==> config.mk <==
export PLATFORM = sky130hd
export DESIGN_NAME = spt_top
export DESIGN_NICKNAME = d
export VERILOG_FILES = /design/src/spt_pkg.sv /design/src/spt_top.sv
export SDC_FILE = /design/constraint.sdc
export NUM_CORES = 2
export LEC_CHECK = 0
export BUFFER_PORTS_ARGS = -buffer_cell sky130_fd_sc_hd__buf_2
export CAP_MARGIN = 0
export CORE_MARGIN = 1.5
export CORE_UTILIZATION = 63
export DETAILED_ROUTE_END_ITERATION = 7
export PLACE_DENSITY = 0.8
export SLEW_MARGIN = 5
export SYNTH_ARGS = -nofsm -noshare
export SYNTH_HDL_FRONTEND = slang
export SYNTH_SLANG_ARGS = --single-unit
==> constraint.sdc <==
create_clock -name SYS_CLK_IN -period 14.2 [get_ports SYS_CLK_IN]
set_input_delay 2.84 -clock SYS_CLK_IN [delete_from_list [all_inputs] [get_ports SYS_CLK_IN]]
set_output_delay 2.84 -clock SYS_CLK_IN [all_outputs]
set_load 0.01 [all_outputs]
==> src/spt_pkg.sv <==
// constants, register map and setting encodings of the scaled pulse totaliser
package spt_pkg;

	// ***************************************************
	// register port geometry
	// ***************************************************
	localparam int ADDR_W = 4; // word index width of the register port
	localparam int DATA_W = 32; // register data width

	// ***************************************************
	// register offsets (word index on the register port)
	// ***************************************************
	localparam logic [ADDR_W-1:0] OFS_CTRL = 4'h0; // mode, direction, rounding, point
	localparam logic [ADDR_W-1:0] OFS_PPS = 4'h1; // pulses_per_step (divisor)
	localparam logic [ADDR_W-1:0] OFS_SCALE = 4'h2; // scale (multiplier)
	localparam logic [ADDR_W-1:0] OFS_DRND = 4'h3; // display rounding step
	localparam logic [ADDR_W-1:0] OFS_CMD = 4'h4; // write-only command strobes
	localparam logic [ADDR_W-1:0] OFS_DISP = 4'h5; // presented value, signed
	localparam logic [ADDR_W-1:0] OFS_WHOLE = 4'h6; // accumulated whole counts, signed
	localparam logic [ADDR_W-1:0] OFS_FRAC = 4'h7; // fractional remainder numerator
	localparam logic [ADDR_W-1:0] OFS_STATUS = 4'h8; // block state flags

	// ***************************************************
	// field positions
	// ***************************************************
	localparam int CTRL_MODE_LSB = 0; // 2 bits, totaliser_mode select
	localparam int CTRL_DIR_LSB = 2; // 2 bits, direction select
	localparam int CTRL_RND_BIT = 4; // 1 = round to nearest, 0 = truncate
	localparam int CTRL_DP_LSB = 5; // 3 bits, decimal places
	localparam int CTRL_DP_W = 3; // width of the point field
	localparam int CMD_TOT_RST_BIT = 0; // clear total and remainder
	localparam int CMD_CFG_RST_BIT = 1; // restore setting defaults except mode, which keeps its value
	localparam int STAT_BUSY_BIT = 0; // divider running
	localparam int STAT_CHECK_BIT = 1; // scale needs review after point change
	localparam int STAT_PEND_BIT = 2; // pulses waiting to be applied
	localparam int STAT_STALE_BIT = 3; // step quotient being recomputed

	// ***************************************************
	// setting encodings
	// ***************************************************
	typedef enum logic [1:0] {
		SPT_MODE_RATE,
		SPT_MODE_TOTAL,
		SPT_MODE_BOTH
	} spt_mode_e;

	typedef enum logic [1:0] {
		SPT_DIR_UP,
		SPT_DIR_DOWN,
		SPT_DIR_LINE
	} spt_dir_e;

	// ***************************************************
	// reset values and limits
	// ***************************************************
	localparam logic [DATA_W-1:0] PPS_DEF = 32'h0000_0001;
	localparam logic [DATA_W-1:0] SCALE_DEF = 32'h0000_0001;
	localparam logic [DATA_W-1:0] DRND_DEF = 32'h0000_0001;
	localparam logic [DATA_W-1:0] DRND_MIN = 32'h0000_0001;
	localparam logic [DATA_W-1:0] DRND_MAX = 32'h0000_1388; // 5000 units
	localparam logic [CTRL_DP_W-1:0] DP_DEF = 3'h0;
	localparam logic RND_DEF = 1'b0; // truncation

endpackage

==> src/spt_top.sv <==
// scaled pulse totaliser: accumulation, scaling, rounding and register port
//
// How it works
// - total grows by pulses times scale over pps
// - pps setting is divisor, default one
// - scale setting is multiplier, default one
// - display rounding step 1 to 5000 units
// - nearest mode rounds half count upward
// - truncation shows count only when complete, but below zero a count shows once begun
// - up direction adds each pulse
// - down direction subtracts each pulse
// - line mode takes direction from input two
// - decimal places from none to digits minus one
// - point change flags scale for review
// - point, pps, truncation writable only totalising
//
// Design decisions made here: the address-and-strobe port and the register addresses.
module spt_top #(
	parameter int W = 32, // accumulator and divider width
	parameter int DIGITS = 4, // digits on the display
	parameter int PEND_W = 16 // width of the pending pulse counter
) (
	// clock and reset
	input wire logic SYS_CLK_IN,
	input wire logic RST_N_IN,
	// pulse source
	input wire logic PULSE_IN,
	input wire logic DIR_LINE_IN,
	// register port
	input wire logic [spt_pkg::ADDR_W-1:0] ADDR_IN,
	input wire logic [spt_pkg::DATA_W-1:0] WDATA_IN,
	input wire logic WR_IN,
	input wire logic RD_IN,
	output logic [spt_pkg::DATA_W-1:0] RDATA_OUT,
	// display
	output logic [W-1:0] DISP_VALUE_OUT,
	output logic [spt_pkg::CTRL_DP_W-1:0] DP_POS_OUT,
	output logic DISP_BUSY_OUT
);

	// ***************************************************
	// state types
	// ***************************************************
	typedef enum logic {
		ST_IDLE,
		ST_DIV
	} spt_fsm_e;

	typedef struct packed {
		spt_pkg::spt_mode_e mode; // totaliser_mode select
		spt_pkg::spt_dir_e dir; // direction select
		logic nearest; // round to nearest when set
		logic [spt_pkg::CTRL_DP_W-1:0] dp; // decimal places
		logic [W-1:0] pps; // pulses_per_step
		logic [W-1:0] scale; // scale multiplier
		logic [W-1:0] drnd; // display rounding step
		logic [W-1:0] whole; // signed whole counts
		logic [W-1:0] frac; // remainder numerator, below pps
		logic [W-1:0] step_q; // scale div pps
		logic [W-1:0] step_r; // scale mod pps
		logic step_dirty; // step values need recomputing
		logic scale_check; // point moved since scale last written
		logic [PEND_W-1:0] pending; // signed pulses not yet applied
		logic pulse_prev; // last pulse level, for edge finding
		spt_fsm_e fsm; // divider sequencer
		logic div_for_step; // divider works on step, else display
		logic [7:0] div_cnt; // remaining divider bits
		logic [W-1:0] div_num; // dividend shifting into quotient
		logic [W-1:0] div_den; // divisor
		logic [W:0] div_rem; // partial remainder
		logic div_neg; // sign of value being rounded
		logic [W-1:0] disp; // presented value
		logic [spt_pkg::DATA_W-1:0] rdata; // read answer
	} spt_state_s;

	spt_state_s s_reg; // registered state
	spt_state_s s_next; // next state

	// ***************************************************
	// helpers
	// ***************************************************
	// magnitude of a signed word
	function automatic logic [W-1:0] spt_abs(input logic [W-1:0] v);
		spt_abs = v[W-1] ? W'(-v) : v;
	endfunction

	// signed word from magnitude and sign
	function automatic logic [W-1:0] spt_sign(input logic neg, input logic [W-1:0] m);
		spt_sign = neg ? W'(-m) : m;
	endfunction

	// settings that only exist while totalising
	function automatic logic spt_tot_active(input spt_pkg::spt_mode_e m);
		spt_tot_active = (m == spt_pkg::SPT_MODE_TOTAL) || (m == spt_pkg::SPT_MODE_BOTH);
	endfunction

	// ***************************************************
	// next state
	// ***************************************************
	logic pulse_edge; // rising edge of the pulse line
	logic count_up; // chosen direction for new pulses
	logic apply_en; // one pending pulse applied this cycle
	logic apply_up; // direction of the applied pulse
	logic [W:0] frac_sum; // widened remainder arithmetic
	logic [W:0] rem_try; // divider trial remainder
	logic [W-1:0] v_round; // whole count after half rounding
	logic [W-1:0] base; // magnitude rounded down to the step
	logic [W:0] twice; // doubled remainder for half tests
	logic [W-1:0] wval; // write data at accumulator width
	logic [spt_pkg::CTRL_DP_W-1:0] wdp; // point field of the write
	logic [1:0] wmode; // mode field of the write
	logic [1:0] wdir; // direction field of the write

	// whole block update: pulses, sequencer, register port
	always_comb begin
		s_next = s_reg;
		s_next.rdata = '0;
		s_next.pulse_prev = PULSE_IN;
		pulse_edge = PULSE_IN & ~s_reg.pulse_prev;
		wval = W'(WDATA_IN);
		wdp = WDATA_IN[spt_pkg::CTRL_DP_LSB +: spt_pkg::CTRL_DP_W];
		wmode = WDATA_IN[spt_pkg::CTRL_MODE_LSB +: 2];
		wdir = WDATA_IN[spt_pkg::CTRL_DIR_LSB +: 2];
		frac_sum = '0;
		rem_try = '0;
		v_round = '0;
		base = '0;
		twice = '0;

		// direction: fixed up, fixed down, or the level of input two
		unique case (s_reg.dir)
			spt_pkg::SPT_DIR_UP: count_up = 1'b1;
			spt_pkg::SPT_DIR_DOWN: count_up = 1'b0;
			spt_pkg::SPT_DIR_LINE: count_up = DIR_LINE_IN;
			default: count_up = 1'b1;
		endcase

		// new pulses join the signed pending count; rate mode ignores them
		if (pulse_edge && spt_tot_active(s_reg.mode)) begin
			s_next.pending = count_up ? s_reg.pending + 1'b1 : s_reg.pending - 1'b1;
		end

		// apply one pending pulse per cycle while step values are valid;
		// pulses wait rather than use a stale quotient
		apply_en = (s_reg.pending != '0) && !s_reg.step_dirty &&
			!(s_reg.fsm == ST_DIV && s_reg.div_for_step);
		apply_up = !s_reg.pending[PEND_W-1];
		if (apply_en) begin
			// undo this pulse from pending, keeping any arrival this cycle
			s_next.pending = apply_up ? s_next.pending - 1'b1 : s_next.pending + 1'b1;
			if (apply_up) begin
				// whole += q, frac += r, carry when frac reaches pps
				frac_sum = {1'b0, s_reg.frac} + {1'b0, s_reg.step_r};
				if (frac_sum >= {1'b0, s_reg.pps}) begin
					s_next.frac = W'(frac_sum - {1'b0, s_reg.pps});
					s_next.whole = s_reg.whole + s_reg.step_q + 1'b1;
				end else begin
					s_next.frac = W'(frac_sum);
					s_next.whole = s_reg.whole + s_reg.step_q;
				end
			end else begin
				// whole -= q, frac -= r, borrow when frac goes below zero
				frac_sum = {1'b0, s_reg.frac} - {1'b0, s_reg.step_r};
				if (frac_sum[W]) begin
					s_next.frac = W'(frac_sum + {1'b0, s_reg.pps});
					s_next.whole = s_reg.whole - s_reg.step_q - 1'b1;
				end else begin
					s_next.frac = W'(frac_sum);
					s_next.whole = s_reg.whole - s_reg.step_q;
				end
			end
		end

		// ***************************************************
		// shared restoring divider
		// ***************************************************
		unique case (s_reg.fsm)
			ST_IDLE: begin
				s_next.div_cnt = 8'(W);
				s_next.div_rem = '0;
				s_next.fsm = ST_DIV;
				if (s_reg.step_dirty) begin
					// scale over pps, once per setting change
					s_next.step_dirty = 1'b0;
					s_next.div_for_step = 1'b1;
					s_next.div_num = s_reg.scale;
					s_next.div_den = s_reg.pps;
				end else begin
					// presentation pass; the stored total is left untouched
					twice = {s_reg.frac, 1'b0};
					v_round = (s_reg.nearest && twice >= {1'b0, s_reg.pps}) ?
						s_reg.whole + 1'b1 : s_reg.whole;
					s_next.div_for_step = 1'b0;
					s_next.div_neg = v_round[W-1];
					s_next.div_num = spt_abs(v_round);
					s_next.div_den = s_reg.drnd;
				end
			end
			ST_DIV: begin
				// one quotient bit per cycle, W cycles per division
				rem_try = {s_reg.div_rem[W-1:0], s_reg.div_num[W-1]};
				if (rem_try >= {1'b0, s_reg.div_den}) begin
					s_next.div_rem = rem_try - {1'b0, s_reg.div_den};
					s_next.div_num = {s_reg.div_num[W-2:0], 1'b1};
				end else begin
					s_next.div_rem = rem_try;
					s_next.div_num = {s_reg.div_num[W-2:0], 1'b0};
				end
				s_next.div_cnt = s_reg.div_cnt - 1'b1;
				if (s_reg.div_cnt == 8'h01) begin
					s_next.fsm = ST_IDLE;
					if (s_reg.div_for_step) begin
						s_next.step_q = s_next.div_num;
						s_next.step_r = W'(s_next.div_rem);
					end else begin
						// magnitude minus remainder is a multiple of the step
						base = W'(s_next.div_num * s_reg.div_den);
						twice = {W'(s_next.div_rem), 1'b0};
						if (s_reg.nearest && twice >= {1'b0, s_reg.div_den}) begin
							base = base + s_reg.div_den;
						end
						// truncation keeps the lower multiple: no round up
						s_next.disp = spt_sign(s_reg.div_neg, base);
					end
				end
			end
			default: s_next.fsm = ST_IDLE;
		endcase

		// ***************************************************
		// register writes
		// ***************************************************
		if (WR_IN) begin
			unique case (ADDR_IN)
				spt_pkg::OFS_CTRL: begin
					// mode value three is not a mode and is ignored
					if (wmode <= 2'(spt_pkg::SPT_MODE_BOTH)) begin
						s_next.mode = spt_pkg::spt_mode_e'(wmode);
					end
					if (wdir <= 2'(spt_pkg::SPT_DIR_LINE)) begin
						s_next.dir = spt_pkg::spt_dir_e'(wdir);
					end
					if (spt_tot_active(s_reg.mode)) begin
						s_next.nearest = WDATA_IN[spt_pkg::CTRL_RND_BIT];
						// places limited to one fewer than the digits
						if (wdp <= spt_pkg::CTRL_DP_W'(DIGITS - 1)) begin
							s_next.dp = wdp;
							if (wdp != s_reg.dp) begin
								s_next.scale_check = 1'b1;
							end
						end
					end
				end
				spt_pkg::OFS_PPS: begin
					// zero would leave the scaling undefined
					if (spt_tot_active(s_reg.mode) && wval != '0) begin
						s_next.pps = wval;
						s_next.frac = '0;
						s_next.step_dirty = 1'b1;
					end
				end
				spt_pkg::OFS_SCALE: begin
					s_next.scale = wval;
					s_next.step_dirty = 1'b1;
					s_next.scale_check = 1'b0;
				end
				spt_pkg::OFS_DRND: begin
					// out-of-range steps are pulled to the nearest limit
					if (wval < W'(spt_pkg::DRND_MIN)) begin
						s_next.drnd = W'(spt_pkg::DRND_MIN);
					end else if (wval > W'(spt_pkg::DRND_MAX)) begin
						s_next.drnd = W'(spt_pkg::DRND_MAX);
					end else begin
						s_next.drnd = wval;
					end
				end
				spt_pkg::OFS_CMD: begin
					if (WDATA_IN[spt_pkg::CMD_TOT_RST_BIT]) begin
						// pulses not yet applied belong to the old total
						s_next.whole = '0;
						s_next.frac = '0;
						s_next.pending = '0;
					end
					if (WDATA_IN[spt_pkg::CMD_CFG_RST_BIT]) begin
						s_next.dir = spt_pkg::SPT_DIR_UP;
						s_next.nearest = spt_pkg::RND_DEF;
						s_next.dp = spt_pkg::DP_DEF;
						s_next.pps = W'(spt_pkg::PPS_DEF);
						s_next.scale = W'(spt_pkg::SCALE_DEF);
						s_next.drnd = W'(spt_pkg::DRND_DEF);
						s_next.frac = '0;
						s_next.scale_check = 1'b0;
						s_next.step_dirty = 1'b1;
					end
				end
				default: begin
					// unmapped and read-only offsets ignore writes
				end
			endcase
		end

		// ***************************************************
		// register reads, answered in the next cycle
		// ***************************************************
		if (RD_IN) begin
			unique case (ADDR_IN)
				spt_pkg::OFS_CTRL: begin
					s_next.rdata[spt_pkg::CTRL_MODE_LSB +: 2] = s_reg.mode;
					s_next.rdata[spt_pkg::CTRL_DIR_LSB +: 2] = s_reg.dir;
					s_next.rdata[spt_pkg::CTRL_RND_BIT] = s_reg.nearest;
					s_next.rdata[spt_pkg::CTRL_DP_LSB +: spt_pkg::CTRL_DP_W] = s_reg.dp;
				end
				spt_pkg::OFS_PPS: s_next.rdata = spt_pkg::DATA_W'(s_reg.pps);
				spt_pkg::OFS_SCALE: s_next.rdata = spt_pkg::DATA_W'(s_reg.scale);
				spt_pkg::OFS_DRND: s_next.rdata = spt_pkg::DATA_W'(s_reg.drnd);
				spt_pkg::OFS_DISP: s_next.rdata = spt_pkg::DATA_W'(s_reg.disp);
				spt_pkg::OFS_WHOLE: s_next.rdata = spt_pkg::DATA_W'(s_reg.whole);
				spt_pkg::OFS_FRAC: s_next.rdata = spt_pkg::DATA_W'(s_reg.frac);
				spt_pkg::OFS_STATUS: begin
					s_next.rdata[spt_pkg::STAT_BUSY_BIT] = (s_reg.fsm == ST_DIV);
					s_next.rdata[spt_pkg::STAT_CHECK_BIT] = s_reg.scale_check;
					s_next.rdata[spt_pkg::STAT_PEND_BIT] = (s_reg.pending != '0);
					s_next.rdata[spt_pkg::STAT_STALE_BIT] = s_reg.step_dirty |
						(s_reg.fsm == ST_DIV && s_reg.div_for_step);
				end
				default: s_next.rdata = '0; // command and unmapped read zero
			endcase
		end
	end

	// ***************************************************
	// state register
	// ***************************************************
	// constant reset values only; step recomputed right after release
	always_ff @(posedge SYS_CLK_IN or negedge RST_N_IN) begin
		if (!RST_N_IN) begin
			s_reg <= '0;
			s_reg.mode <= spt_pkg::SPT_MODE_TOTAL;
			s_reg.dir <= spt_pkg::SPT_DIR_UP;
			s_reg.nearest <= spt_pkg::RND_DEF;
			s_reg.dp <= spt_pkg::DP_DEF;
			s_reg.pps <= W'(spt_pkg::PPS_DEF);
			s_reg.scale <= W'(spt_pkg::SCALE_DEF);
			s_reg.drnd <= W'(spt_pkg::DRND_DEF);
			s_reg.step_dirty <= 1'b1;
			s_reg.fsm <= ST_IDLE;
		end else begin
			s_reg <= s_next;
		end
	end

	// ***************************************************
	// outputs
	// ***************************************************
	assign RDATA_OUT = s_reg.rdata;
	assign DISP_VALUE_OUT = s_reg.disp;
	assign DP_POS_OUT = s_reg.dp;
	assign DISP_BUSY_OUT = (s_reg.fsm == ST_DIV);

endmodule

## Word level (Yosys, flattened, before mapping)

Cells that the tools add are included.

| word-level totals | value |
|---|---|
| register bits after elaboration | 422 |
| input port bits | 42 |
| output and inout port bits | 68 |
| word-level logic and storage cells | 165 |

| operators by class | value |
|---|---|
| add/sub/neg operators | 18 |
| $mul | 1 |
| magnitude comparators | 9 |
| eq/ne operators | 20 |
| multiplexer cells | 58 |
| bitwise gates (word level) | 6 |
| reductions and logical operators | 29 |

Operator list:

| kind | number |
|---|---|
| $mux W32 | 17 |
| $mux W64 | 7 |
| $pmux W32 S2 | 5 |
| $pmux W24 S6 | 1 |
| $ge A33 B32 Y1 | 4 |
| $mux W102 | 1 |
| $add A32 B32 Y32 | 3 |
| $mux W16 | 6 |
| $sub A32 B32 Y32 | 3 |
| $pmux W40 S2 | 1 |
| $add A32 B1 Y32 const B | 2 |
| $neg A32 Y32 | 2 |
| $add A32 B32 Y33 | 1 |
| $sub A32 B32 Y33 | 1 |
| $add A16 B1 Y16 const B | 2 |
| $gt A32 B13 Y1 const B | 1 |
| $lt A32 B1 Y1 const B | 1 |
| $mul A32 B32 Y32 | 1 |
| $pmux W4 S8 | 1 |
| $reduce_bool A32 Y1 | 1 |
| $sub A16 B1 Y16 const B | 2 |
| $sub A32 B1 Y32 const B | 1 |
| $pmux W4 S7 | 1 |
| $mux W18 | 1 |
| 34 further kinds | 75 |

## Depth between registers and ports, before layout

| logic depth | value |
|---|---|
| word-level depth | 11 |
| depth in mapped cells | 49 |
| gate-level depth less buffers | 44 |

## Least setup slack after synthesis

Ideal clock, no wire load.

| timing | value |
|---|---|
| path kind | reg2reg |
| start | register s_reg[102] in the netlist's numbering |
| end | register s_reg, in the netlist DISP_VALUE_OUT[31] |
| library setup time | 0.082 ns |
| arrival | 11.190 ns |
| required time | 14.118 ns |
| slack | 2.928 ns |
| cell stages (with the launch flop) | 48 |
| buffers on the path | 6 |
| period minus slack after synthesis | 11.272 ns |
| cell sequence | dfrtp_1 > clkbuf_1 > clkbuf_1 > inv_1 > ha_1 > o21a_1 > nor2_1 > a211oi_2 > o31ai_1 > and3_1 > clkbuf_1 > clkbuf_1 > buf_1 > nor2_1 > fa_1 > ha_1 > inv_1 > fa_1 > (+12 left out) > nand3_1 > o22a_1 > o21ai_0 > xnor2_1 > ha_1 > clkbuf_1 > a2111oi_0 > o2111a_1 > nor2_1 > o31ai_1 > nor2b_1 > o32ai_1 > or3_1 > a31o_2 > nor3_1 > a31oi_1 > or3_1 > a31oi_1 |

| between the ends | value |
|---|---|
| word-level cells in the longest chain between the ends | 11 |
| elaborated cells between the ends (all ways) | 16 |
| classes of those cells | add/sub: 3; mul: 1; order compare: 2; mux: 9; reduce/logical: 1 |

RTL lines:

| element | line | source |
|---|---|---|
| from (decl) | spt_top.sv:76 | `spt_state_s s_reg;` |
| from (signal assigned) | spt_top.sv:348 | `s_reg <= s_next;` |
| $ge A33 B32 Y1 / $sub A32 B32 Y32 (equally long branches) | spt_top.sv:202, spt_top.sv:203 |  |
| $mux W1 / $mux W32 (equally long branches) | spt_top.sv:202 | `if (rem_try >= {1'b0, s_reg.div_den}) begin` |
| $mux W32 | spt_top.sv:177 | `unique case (s_reg.fsm)` |
| $mul A32 B32 Y32 / $ge A33 B32 Y1 (equally long branches) | spt_top.sv:217, spt_top.sv:219 |  |
| $add A32 B32 Y32 / $logic_and A1 B1 Y1 (equally long branches) | spt_top.sv:220, spt_top.sv:219 |  |
| $mux W32 * | spt_top.sv:219 | `if (s_reg.nearest && twice >= {1'b0, s_reg.div_den}) begin` |
| $mux W32 * | spt_top.sv:212 | `if (s_reg.div_for_step) begin` |
| $mux W32 * | spt_top.sv:210 | `if (s_reg.div_cnt == 8'h01) begin` |
| $mux W32 * | spt_top.sv:177 |  |
| $neg A32 Y32 | spt_top.sv:89 | `spt_sign = neg ? W'(-m) : m;` |
| $mux W32 * | spt_top.sv:89 |  |

Every way passes the cells marked *; elsewhere a longest branch is shown, timed or not. The select of a mux whose other input is x is not followed.
A chain may end at the register's enable or synchronous reset.

## Worst setup path after layout

| timing | value |
|---|---|
| start | register s_reg[124] in the netlist's numbering |
| end | register s_reg, in the netlist DISP_VALUE_OUT[31] |

Same word-level chain as after synthesis.

==> results.json <==
{
  "path_class": "reg -> reg",
  "violations": "design-rule violations",
  "min_period_ns": 12.11,
  "area_delta_synth_final_pct": 4.894,
  "post_cts_resized": 0,
  "synth_edf_count": 0,
  "nFillCells": 7407,
  "die_x_um": 299.0,
  "syn_avg_cell_area_um2": 8.103,
  "cts.htree.levels": 2,
  "dr.pass1.iters": 8,
  "finalSetupViolCount": 0,
  "final-hold-violation-count": 0,
  "grt_overflow_total": 0,
  "viasPerCell": 6.545,
  "yosysTopAreaCellShare": 0.1891,
  "die_h_um": 299.0,
  "final.setup.tns_ns": 0,
  "post_cts_buffers": 0,
  "synthSimpleGateAreaFrac": 0.1762,
  "track_usage": 0.4567,
  "hold_path_class": "reg -> reg",
  "cp_slowest_cell": "a2111oi_0",
  "slew_headroom": 0.1015,
  "cts.hold.buffers_added": 0,
  "synthTopCellsByArea": "dfrtp_1 (19%), fa_1 (15%), ha_1 (11%)",
  "synth_warnings": 0,
  "maxCapViolCount": 0,
  "drive_gt1_frac": 0.06625,
  "port_buffers": 109,
  "dpl_cell_area_um2": 56100,
  "ys.flop_type": "dfrtp_1",
  "whs_ns": 0.4949,
  "cts_root_buf": "clkbuf_16",
  "cts_buffers": 49,
  "ioPinCount": 110,
  "synth-xor-area-share": 0.07268,
  "clk_pin_slew_ns": 0.06,
  "dieArea_um2": 89390,
  "gp_congestion": 1.068,
  "synth_compound_area_frac": 0.1916,
  "final_area_um2": 57890,
  "drc": 5,
  "antenna_left": 0,
  "grt_max_degree": 114,
  "cts_buffer_depth": 3,
  "nets": 7580,
  "fmax_ghz": 0.08258,
  "worstSkewPairLatency_ns": 0.63,
  "cts_tree": "built",
  "worstMarginPinSlew_ns": 1.348,
  "largest_reg_flops": 354,
  "crit_path_start_kind": "register",
  "timing.final.ws_setup_ns": 2.091,
  "final_cell_mix": "nand2_1 (918), inv_1 (786), ha_1 (473), nor2_1 (437), fa_1 (418)",
  "crit_fanout": 23,
  "clock-skew-final_ns": 0.02869,
  "grt_pass1_wl_mm": 308.2,
  "status": "finished, violations left",
  "cp-end-kind": "register",
  "cts_num_sinks": 422,
  "synth-seq-cells": 422,
  "synthAdderAreaFrac": 0.2588,
  "wl_per_cell_um": 26.19,
  "netlist_area_um2": 55190,
  "required_ns": 14.75,
  "synthDistinctLibCells": 110,
  "ys_seq_area_frac": 0.1914,
  "place_ws_ns": 2.371,
  "grt_antenna_before_repair": 16,
  "vias": 51385,
  "grt_pass1_vias": 49417,
  "syn_nets": 7744,
  "arrival_ns": 12.66,
  "maxSlewViolCount": 0,
  "synthMuxAreaShare": 0.02145,
  "fin_crit_sh": 0.8528,
  "dp_hpwl_mm": 159.8,
  "drt_iter0_drc": 5896,
  "path_common_cell": "inv_1",
  "syn_inst": 6811,
  "layout_commonest_cell": "nand2_1",
  "coreArea_um2": 86750,
  "max_stage_delay_ns": 0.63,
  "synth.largest_area_cell": "dfrtp_1",
  "synth_top_family_by_area": "adder cells",
  "initial_core_util": 0.6362,
  "wl_mm": 205.6,
  "rows": 108,
  "async_reset_ff_frac": 1.000,
  "grt_setup_unrepaired": "false"
}
## cell usage after synthesis (93+ instances only)
master and number:
xnor2_1 325, nand2_1 921, fa_1 418, ha_1 473, nand3_1 97, nor3_1 127, o21ai_0 353, xor2_1 133
clkbuf_1 292, and2_1 159, nor2_1 440, inv_1 787, dfrtp_1 417, a22oi_1 93, a21o_1 104, a21oi_1 387
## final cells by class
cell class                      instances  area, um^2  area share
Multi-Input combinational cell       5183       39860      0.6886
Clock buffer                           66        1400     0.02418
Clock inverter                         25       374.1    0.006462
Inverter                              789        2962     0.05116
Timing Repair Buffer                  202        1254     0.02166
Tap cell                             1155        1445     0.02496
Antenna cell                            9       22.52   0.0003890
Sequential cell                       422       10570      0.1826
## routing by layer
layer,vias to the layer above,global-route usage,share of wire
li1,22683,-,-
met1,25009,0.5901,0.38
met2,2929,0.6909,0.43
met3,746,0.09633,0.10
met4,18,0.3072,0.081
met5,-,0,0.00061
## per-stage QoR
step | std cells | utilization
3_3_place_gp | 7751 | 0.6466
3_5_place_dp | 7751 | 0.6466
2_1_floorplan | 6811 | -
6_report | 7851 | 0.6673
4_1_cts | 7842 | 0.6671
5_1_grt | 7842 | 0.6671
## kinds of logic (layout without fill, tap and decap cells)
family,Yosys count,count (layout)
and+or+nand+nor,2119,2119
AOI/OAI and AO/OA,1602,1602
DFF,422,422
xor gates and xnor gates,458,458
muxes,113,113
buffers and inverters,1206,1082
other,0,9
adders and majority gates,891,891
## worst paths after layout
check	from	to	slack (ns)	cells after the start
worst max-delay path	s_reg[124]	DISP_VALUE_OUT[31]	2.09	41
worst min-delay path	s_reg[162]	s_reg[162]	0.49	1
worst max register to register	s_reg[124]	DISP_VALUE_OUT[31]	2.09	41
worst min register to register	s_reg[162]	s_reg[162]	0.49	1
max in group asynchronous	RST_N_IN	s_reg[248]	9.49	3
min in group asynchronous	RST_N_IN	DISP_VALUE_OUT[8]	2.28	1
## worst max-delay path, delay by kind of cell, from the launching register on
| kind | cells | cell delay (ns) |
|---|---|---|
| XOR/XNOR | 1 | 0.21 |
| AO/OA/AOI/OAI | 14 | 3.87 |
| AND/OR/NAND/NOR | 8 | 2.03 |
| flip-flops | 1 | 0.61 |
| buffers and inverters | 7 | 0.53 |
| adder cells (fa/ha/maj) | 11 | 4.77 |
Power is not shown: default switching activity piles up to over one toggle a cycle in this logic, so the estimate is an artifact.
